### src/mgeh_pkg.sv
// Shared constants for the event handshake link
package mgeh_pkg;
   localparam int MGEH_KIND_W = 2;
   localparam int MGEH_CMD_W = 8;
   localparam logic [1:0] MGEH_KIND_XFER = 2'h1;
   localparam logic [7:0] MGEH_CMD_OUTWARD = 8'h01;
   localparam logic [7:0] MGEH_CMD_INWARD = 8'h02;
   localparam int MGEH_CLK_NS = 25;
   localparam int MGEH_PULSE_NS = 200;
   localparam int MGEH_PULSE_CYC = (MGEH_PULSE_NS + MGEH_CLK_NS - 1) / MGEH_CLK_NS;
   localparam int MGEH_CNT_W = 8;
   localparam logic [7:0] MGEH_CNT_ONE = 8'h01;
   localparam logic [7:0] MGEH_CNT_ZERO = 8'h00;
endpackage : mgeh_pkg

### src/mgeh_if.sv
// Pin-level interface joining the two ends of the event handshake link
`timescale 1ns/10ps
`default_nettype none
interface mgeh_if;
   import mgeh_pkg::*;
   // Channel toward the communications device (inbound)
   logic in_strobe;
   logic in_ack;
   logic [1:0] in_kind;
   logic [7:0] in_cmd;
   // Channel toward the safety processor (outbound)
   logic out_strobe;
   logic out_ack;
   logic [1:0] out_kind;
   logic [7:0] out_cmd;
   modport dev (
      input in_strobe, in_kind, in_cmd, out_ack,
      output in_ack, out_strobe, out_kind, out_cmd
   );
   modport partner (
      output in_strobe, in_kind, in_cmd, out_ack,
      input in_ack, out_strobe, out_kind, out_cmd
   );
endinterface : mgeh_if
`default_nettype wire

### src/mgeh_dev.sv
// Communications-device end of the event handshake link
// Behaviour
// RULE_01: One edge input plus eleven level outputs
// RULE_02: Two independent channels, one each way
// RULE_03: Inbound 01b/01 outward, 01b/02 inward request
// RULE_04: Outbound 01b/01 and 01b/02 announce readiness
// RULE_05: Undefined codes never sent, treated as none
// RULE_06: Set kind and code before strobe
// RULE_07: Strobe low, high, low: one pulse
// RULE_08: Receiver detects strobe rising edge
// RULE_09: Sender waits ack rising edge, then ends
// RULE_10: Receiver captures kind and code on edge
// RULE_11: Receiver raises ack after capture
// RULE_12: Action performed while ack is high
// RULE_13: Ack falls when action finishes
// RULE_14: Ack edge starts response, strobe edge receive
// RULE_15: Hold lines until ack; pulse width configurable
// RULE_16: Synchronise inputs; flag undefined codes
`timescale 1ns/10ps
`default_nettype none
module mgeh_dev
   import mgeh_pkg::*;
#(
   parameter logic [7:0] PULSE_CYC = 8'(MGEH_PULSE_CYC)
) (
   // Clock and reset
   input wire logic i_core_clk,
   input wire logic i_rst_n,
   // Link pins
   mgeh_if.dev link,
   // Received request side
   output logic o_req_outward,
   output logic o_req_inward,
   output logic o_req_error,
   input wire logic i_req_done,
   // Ready announcement side
   input wire logic i_rdy_valid,
   input wire logic i_rdy_inward,
   output logic o_rdy_busy,
   output logic o_rdy_done
);
   typedef enum logic [1:0] {RX_IDLE, RX_ACT, RX_ERR} mgeh_rx_t;
   typedef enum logic [1:0] {TX_IDLE, TX_SETUP, TX_HIGH, TX_WAIT} mgeh_tx_t;

   // Input synchronisers
   logic stb_s1_q, stb_s2_q, stb_s3_q, ack_s1_q, ack_s2_q, ack_s3_q;
   always_ff @(posedge i_core_clk or negedge i_rst_n) begin
      if (!i_rst_n) begin
         stb_s1_q <= 1'b0;
         stb_s2_q <= 1'b0;
         stb_s3_q <= 1'b0;
         ack_s1_q <= 1'b0;
         ack_s2_q <= 1'b0;
         ack_s3_q <= 1'b0;
      end else begin
         // RULE_16 two-stage synchronise
         stb_s1_q <= link.in_strobe;
         stb_s2_q <= stb_s1_q;
         stb_s3_q <= stb_s2_q;
         ack_s1_q <= link.out_ack;
         ack_s2_q <= ack_s1_q;
         ack_s3_q <= ack_s2_q;
      end
   end
   logic stb_rise, ack_rise;
   // RULE_08 strobe rising edge
   assign stb_rise = stb_s2_q & ~stb_s3_q;
   // RULE_14 ack edge starts response
   assign ack_rise = ack_s2_q & ~ack_s3_q;

   // Receive channel
   mgeh_rx_t rx_q, rx_d;
   logic ack_q, ack_d, out_q, out_d, in_q, in_d, err_q, err_d;
   always_comb begin
      rx_d = rx_q;
      ack_d = ack_q;
      out_d = 1'b0;
      in_d = 1'b0;
      err_d = 1'b0;
      case (rx_q)
         RX_IDLE: begin
            // RULE_14 strobe edge starts receive
            if (stb_rise) begin
               // RULE_10 capture kind and code
               // RULE_03 decode inbound commands
               if (link.in_kind == MGEH_KIND_XFER && link.in_cmd == MGEH_CMD_OUTWARD) begin
                  out_d = 1'b1;
                  rx_d = RX_ACT;
               end else if (link.in_kind == MGEH_KIND_XFER && link.in_cmd == MGEH_CMD_INWARD) begin
                  in_d = 1'b1;
                  rx_d = RX_ACT;
               end else begin
                  // RULE_05 undefined carries no command
                  // RULE_16 flag undefined code
                  err_d = 1'b1;
                  rx_d = RX_ERR;
               end
               // RULE_11 raise ack after capture
               ack_d = 1'b1;
            end
         end
         RX_ACT: begin
            // RULE_12 action held while ack high
            out_d = out_q;
            in_d = in_q;
            // RULE_13 drop ack when done
            if (i_req_done) begin
               ack_d = 1'b0;
               out_d = 1'b0;
               in_d = 1'b0;
               rx_d = RX_IDLE;
            end
         end
         RX_ERR: begin
            ack_d = 1'b0;
            rx_d = RX_IDLE;
         end
         default: begin
            rx_d = RX_IDLE;
            ack_d = 1'b0;
         end
      endcase
   end
   always_ff @(posedge i_core_clk or negedge i_rst_n) begin
      if (!i_rst_n) begin
         rx_q <= RX_IDLE;
         ack_q <= 1'b0;
         out_q <= 1'b0;
         in_q <= 1'b0;
         err_q <= 1'b0;
      end else begin
         rx_q <= rx_d;
         ack_q <= ack_d;
         out_q <= out_d;
         in_q <= in_d;
         err_q <= err_d;
      end
   end
   assign link.in_ack = ack_q;
   assign o_req_outward = out_q;
   assign o_req_inward = in_q;
   assign o_req_error = err_q;

   // Send channel
   // RULE_02 independent send channel
   mgeh_tx_t tx_q, tx_d;
   logic stb_q, stb_d, busy_q, busy_d, done_q, done_d, seen_q, seen_d;
   logic [1:0] kind_q, kind_d;
   logic [7:0] cmd_q, cmd_d, cnt_q, cnt_d;
   always_comb begin
      tx_d = tx_q;
      stb_d = stb_q;
      busy_d = busy_q;
      done_d = 1'b0;
      kind_d = kind_q;
      cmd_d = cmd_q;
      cnt_d = cnt_q;
      seen_d = seen_q;
      case (tx_q)
         TX_IDLE: begin
            if (i_rdy_valid) begin
               // RULE_04 readiness codes only
               // RULE_06 set lines before strobe
               kind_d = MGEH_KIND_XFER;
               cmd_d = i_rdy_inward ? MGEH_CMD_INWARD : MGEH_CMD_OUTWARD;
               busy_d = 1'b1;
               cnt_d = PULSE_CYC;
               seen_d = 1'b0;
               tx_d = TX_SETUP;
            end
         end
         TX_SETUP: begin
            cnt_d = cnt_q - MGEH_CNT_ONE;
            if (cnt_q == MGEH_CNT_ONE) begin
               // RULE_07 strobe goes high
               stb_d = 1'b1;
               cnt_d = PULSE_CYC;
               tx_d = TX_HIGH;
            end
         end
         TX_HIGH: begin
            // RULE_09 ack may rise before strobe falls
            if (ack_rise) begin
               seen_d = 1'b1;
            end
            cnt_d = cnt_q - MGEH_CNT_ONE;
            if (cnt_q == MGEH_CNT_ONE) begin
               // RULE_07 strobe back low
               stb_d = 1'b0;
               tx_d = TX_WAIT;
            end
         end
         TX_WAIT: begin
            // RULE_09 wait for ack rising edge
            // RULE_15 lines held until ack
            if (ack_rise || seen_q) begin
               busy_d = 1'b0;
               done_d = 1'b1;
               cnt_d = MGEH_CNT_ZERO;
               tx_d = TX_IDLE;
            end
         end
         default: begin
            tx_d = TX_IDLE;
            stb_d = 1'b0;
            busy_d = 1'b0;
         end
      endcase
   end
   always_ff @(posedge i_core_clk or negedge i_rst_n) begin
      if (!i_rst_n) begin
         tx_q <= TX_IDLE;
         stb_q <= 1'b0;
         busy_q <= 1'b0;
         done_q <= 1'b0;
         kind_q <= 2'h0;
         cmd_q <= 8'h00;
         cnt_q <= MGEH_CNT_ZERO;
         seen_q <= 1'b0;
      end else begin
         tx_q <= tx_d;
         stb_q <= stb_d;
         busy_q <= busy_d;
         done_q <= done_d;
         kind_q <= kind_d;
         cmd_q <= cmd_d;
         cnt_q <= cnt_d;
         seen_q <= seen_d;
      end
   end
   // RULE_01 eleven level outputs
   assign link.out_strobe = stb_q;
   assign link.out_kind = kind_q;
   assign link.out_cmd = cmd_q;
   assign o_rdy_busy = busy_q;
   assign o_rdy_done = done_q;
endmodule : mgeh_dev
`default_nettype wire

### src/flat_wrapper.sv
// flat-port wrapper written by rule: the top's interface ports become plain ports
module mgeh_dev_flat import mgeh_pkg::*;
#(
   parameter logic [7:0] PULSE_CYC = 8'(MGEH_PULSE_CYC)
)
  (i_core_clk, i_rst_n, o_req_outward, o_req_inward, o_req_error, i_req_done, i_rdy_valid, i_rdy_inward, o_rdy_busy, o_rdy_done, link_in_strobe, link_in_kind, link_in_cmd, link_out_ack, link_in_ack, link_out_strobe, link_out_kind, link_out_cmd);
  mgeh_if link_i ();
  input wire logic i_core_clk;
  input wire logic i_rst_n;
  output logic o_req_outward;
  output logic o_req_inward;
  output logic o_req_error;
  input wire logic i_req_done;
  input wire logic i_rdy_valid;
  input wire logic i_rdy_inward;
  output logic o_rdy_busy;
  output logic o_rdy_done;
  input wire logic [$bits(link_i.in_strobe)-1:0] link_in_strobe;
  input wire logic [$bits(link_i.in_kind)-1:0] link_in_kind;
  input wire logic [$bits(link_i.in_cmd)-1:0] link_in_cmd;
  input wire logic [$bits(link_i.out_ack)-1:0] link_out_ack;
  output wire logic [$bits(link_i.in_ack)-1:0] link_in_ack;
  output wire logic [$bits(link_i.out_strobe)-1:0] link_out_strobe;
  output wire logic [$bits(link_i.out_kind)-1:0] link_out_kind;
  output wire logic [$bits(link_i.out_cmd)-1:0] link_out_cmd;
  assign link_i.in_strobe = link_in_strobe;
  assign link_i.in_kind = link_in_kind;
  assign link_i.in_cmd = link_in_cmd;
  assign link_i.out_ack = link_out_ack;
  assign link_in_ack = link_i.in_ack;
  assign link_out_strobe = link_i.out_strobe;
  assign link_out_kind = link_i.out_kind;
  assign link_out_cmd = link_i.out_cmd;
  mgeh_dev #(.PULSE_CYC(PULSE_CYC)) u_core (.i_core_clk(i_core_clk), .i_rst_n(i_rst_n), .link(link_i), .o_req_outward(o_req_outward), .o_req_inward(o_req_inward), .o_req_error(o_req_error), .i_req_done(i_req_done), .i_rdy_valid(i_rdy_valid), .i_rdy_inward(i_rdy_inward), .o_rdy_busy(o_rdy_busy), .o_rdy_done(o_rdy_done));
endmodule
### config.mk
export PLATFORM = sky130hd
export DESIGN_NAME = mgeh_dev_flat
export DESIGN_NICKNAME = d
export VERILOG_FILES = /design/src/mgeh_pkg.sv /design/src/mgeh_if.sv /design/src/mgeh_dev.sv /design/src/flat_wrapper.sv
export SDC_FILE = /design/constraint.sdc
export NUM_CORES = 1
export LEC_CHECK = 0
export ABC_CLOCK_PERIOD_IN_PS = 3800
export BUFFER_PORTS_ARGS = -buffer_cell sky130_fd_sc_hd__buf_2
export CAP_MARGIN = 5
export CELL_PAD_IN_SITES_DETAIL_PLACEMENT = 0
export CELL_PAD_IN_SITES_GLOBAL_PLACEMENT = 1
export CORE_UTILIZATION = 30
export CTS_BUF_LIST = sky130_fd_sc_hd__clkbuf_16
export CTS_CLUSTER_DIAMETER = 150
export CTS_CLUSTER_SIZE = 30
export DETAILED_ROUTE_END_ITERATION = 16
export PLACE_DENSITY_LB_ADDON = 0.1
export SLEW_MARGIN = 0
export SYNTH_ARGS = -nofsm -noshare
export SYNTH_HDL_FRONTEND = slang
export SYNTH_SLANG_ARGS = --single-unit
### constraint.sdc
create_clock -name i_core_clk -period 3.8 [get_ports i_core_clk]
set_clock_uncertainty 0.2 [all_clocks]
set_input_delay 0.19 -clock i_core_clk [delete_from_list [all_inputs] [get_ports i_core_clk]]
set_output_delay 0.19 -clock i_core_clk [all_outputs]
set_load 0.005 [all_outputs]
==> results by group <==
Layout
  • Antenna Cells: 0
  • Nets: 188
  • Finished Layout Cells: 217
  • Ratio of cells with drive above 1 in the final layout: 0.242
  • Area grow syn2layout: 26.9%

Setup path
  • Family with the most delay on the worst path: simple AND/OR/NAND/NOR gates
  • Endpoint class of the critical path: flip-flop
  • Crit-path max FO: 6
  • Worst reg2reg path depth: 4
  • CP max-delay cell: or4_4
  • Arr. time, crit path: 2.09 ns
  • Max stage delay on crit path: 0.59 ns
  • CP Class: flip-flop to flip-flop
  • Startpoint Class: flip-flop
  • CP Buf/Inv Count: 0
  • R2r endpoint: u_core.tx_q[1]
  • Critical Path RT: 3.75 ns
  • R2R setup slack: 1.66 ns
  • Crit-path cells: or4_4 > nor4b_4 > o21ba_2 > mux2_1
  • Reg-to-reg critical path startpoint: u_core.cnt_q[3]

Min path
  • Hold Path Class: primary input to flip-flop
  • WHS Path Cells: 3
  • Hold_sp: link_in_cmd[1]
  • Hold EP: u_core.o_req_inward

CTS
  • Total CTS buffers: 5
  • Clock Path Buffers: 2
  • CTS root buffer: clkbuf_16
  • Post-cts resize count: 0
  • Worst-skew pair later-pin latency: 0.27 ns
  • CTS tree: done
  • Hold-fix buffers at CTS: 4
  • Postcts setup bufs: 0
  • # clock sinks: 29
  • H-tree depth: 2
  • Worst-path clk slew: 0.05 ns

Global route
  • Largest net degree at the start of global routing: 30
  • First-pass GRT wire length: 4530 µm
  • Gr ovfl total: 0
  • Tot GR Track Use: 0.120
  • Initial antenna violation count: 0
  • Vias in the first global route: 973

STA
  • Final setup fails: 0
  • Slew headroom: 0.538
  • Post-route setup TNS: 0 ns
  • Fmax achieved: 0.468 GHz
  • Hold WS: 0.0195 ns
  • Final hold viol count: 0
  • Max Slew Vio Count: 0
  • Tcrit/Tclk final: 0.562
  • RSZ-0062 raised after global routing: no
  • Post-layout min period: 2.14 ns
  • Slew @ Worst Pin: 0.683 ns

Routing
  • Final wirelength: 2610 µm
  • Detail Route Antenna Nets: 0
  • Drt drc: 0
  • Vias: 1033
  • Pre-antenna DRT Iters: 4
  • Vias per cell: 4.76
  • Starting DRT DRC Count: 58
  • WL per Instance: 12.0 µm

Logic synthesis
  • Cell Area, Synth: 1400 µm²
  • Cell count after synthesis: 128
  • Cell taking the most area after synthesis: dfrtp_1
  • Register area share after synthesis: 0.519
  • #FFs+latches synth: 29
  • Area share of the largest cell type after synthesis: 0.519
  • Area contributors post-synth: dfrtp_1, ha_1, buf_4, o21ai_0, nand2_1
  • Synthesis Warnings: 0
  • Unique masters post-synth: 38
  • Syn Area/Cell: 10.9 µm²

Die
  • Initial Utilization: 0.317
  • Placeable Area: 4410 µm²
  • Site row count: 24
  • Die Wd: 70.3 µm
  • Die area: 4940 µm²
  • Die Y: 70.3 µm
  • I/O pin cnt: 34

Flow run
  • Max-cap violations: 0

Power and ir drop
  • Worst vdd ir: 0.292 mV
  • Total power: 1.37 mW
  • Pwr/cell area: 773 nW/µm²
  • P_leak: 0.832 nW

Placed design
  • HPWL after DPL: 1890 µm
  • Port bufs: 26
  • GP Congestion: 0.734
  • Post-Place Cells: 205

Run status
  • Status: complete, no violations
[cells in the final DEF (no fill, tap or decap), types with 2 or more instances in the layout]
cell type / netlist / final
o21ai_0: 9 / 9
ha_1: 7 / 7
nor4b_1: 2 / 2
nand2b_1: 5 / 5
nor2_1: 7 / 7
a31o_2: 2 / 2
xor2_1: 2 / 2
nand2_1: 12 / 12
dlygate4sd3_1: 0 / 4
a21oi_1: 5 / 5
a21o_1: 2 / 2
dfrtp_1: 29 / 29
conb_1: 1 / 7
nor4_1: 3 / 3
clkbuf_16: 0 / 5
inv_1: 6 / 6
or4_1: 2 / 2
nor2b_1: 2 / 2
o31ai_1: 3 / 3
a21boi_0: 2 / 2
buf_2: 0 / 26
or3_1: 2 / 2
[state kept, by name (all words and copies together), names as in the netlist, 2 cells and up]
register             flops
u_core.cnt_q             8
u_core.rx_q              2
u_core.link.out_cmd      2
u_core.tx_q              2
[cell usage after synthesis]
cell,number
inv_1,6
or4_1,2
nor4b_1,2
and4b_1,1
dfrtp_1,29
o2111ai_1,1
a211oi_1,1
or3_1,2
a21boi_0,2
a21oi_1,5
nor2_1,7
clkbuf_1,1
nor4_1,3
nor4b_4,1
a2bb2oi_1,1
o31ai_1,3
xor2_1,2
mux2_1,1
nor3_1,1
a31o_2,2
conb_1,1
nor2b_1,2
nand2b_1,5
buf_4,7
ha_1,7
mux2i_1,1
a211o_1,1
a21o_1,2
o21a_1,1
o21ai_0,9
or4_4,1
mux2_2,1
o211ai_1,1
nor3b_1,1
nand2_1,12
a22o_1,1
nand3b_1,1
o21ba_2,1
[cell type report]
class | count | area [µm²]
Tap cell | 52 | 65.1
Clock inverter | 3 | 41.3
Clock buffer | 5 | 125
Sequential cell | 29 | 726
Inverter | 6 | 22.5
Multi-Input combinational cell | 91 | 616
Timing Repair Buffer | 31 | 178
Fill cell | 422 | 2640
[metrics by stage]
| step | area, µm² | utilization | setup WS [ns] |
|---|---|---|---|
| 2_1_floorplan | 1420 | - | 1.78 |
| 3_3_place_gp | 1570 | 0.355 | 1.69 |
| 3_5_place_dp | 1570 | 0.355 | 1.67 |
| 4_1_cts | 1770 | 0.402 | 1.66 |
| 5_1_grt | 1770 | 0.402 | 1.55 |
| 6_report | 1770 | 0.402 | 1.66 |
[power breakdown]
| part | internal [mW] | switching, mW |
|---|---|---|
| Clock | 0.306 | 0.137 |
| Sequential | 0.384 | 0.0679 |
| Combinational | 0.223 | 0.252 |
| Total | 0.913 | 0.457 |
[layer usage]
layer | global-route usage | wire, µm
met4 | 0.0622 | 41
met5 | 0 | 0
met2 | 0.190 | 1270
met3 | 0.0346 | 133
met1 | 0.147 | 1160
[worst reg2reg max path, delay by kind of cell, from the launching register on]
family / cells / cell delay (ns)
AND/OR/NAND/NOR: 2 / 0.87
AO/OA/AOI/OAI: 1 / 0.20
flip-flops: 1 / 0.43
multiplexers: 1 / 0.32
[cell families after synthesis]
kind of cell               Yosys count  synth area share
adders and majority gates            7            0.0627
DFF                                 29             0.519
buffers and inverters               14            0.0564
muxes                                3            0.0233
other                                1           0.00268
and+or+nand+nor                     41             0.175
AOI/OAI and AO/OA                   31             0.149
xor gates and xnor gates             2            0.0125
[worst max-delay path by stage]
stage	start	endpoint	slack [ns]	depth (start not counted)
2_1_floorplan	u_core.cnt_q[3]	u_core.tx_q[1]	1.78	4
3_3_place_gp	u_core.cnt_q[4]	u_core.tx_q[1]	1.69	4
3_5_place_dp	u_core.cnt_q[3]	u_core.tx_q[1]	1.67	4
4_1_cts	u_core.cnt_q[3]	u_core.tx_q[1]	1.66	4
5_1_grt	u_core.tx_q[0]	u_core.cnt_q[5]	1.55	7
6_report	u_core.cnt_q[3]	u_core.tx_q[1]	1.66	4
Power figures use the tool's default switching activity.
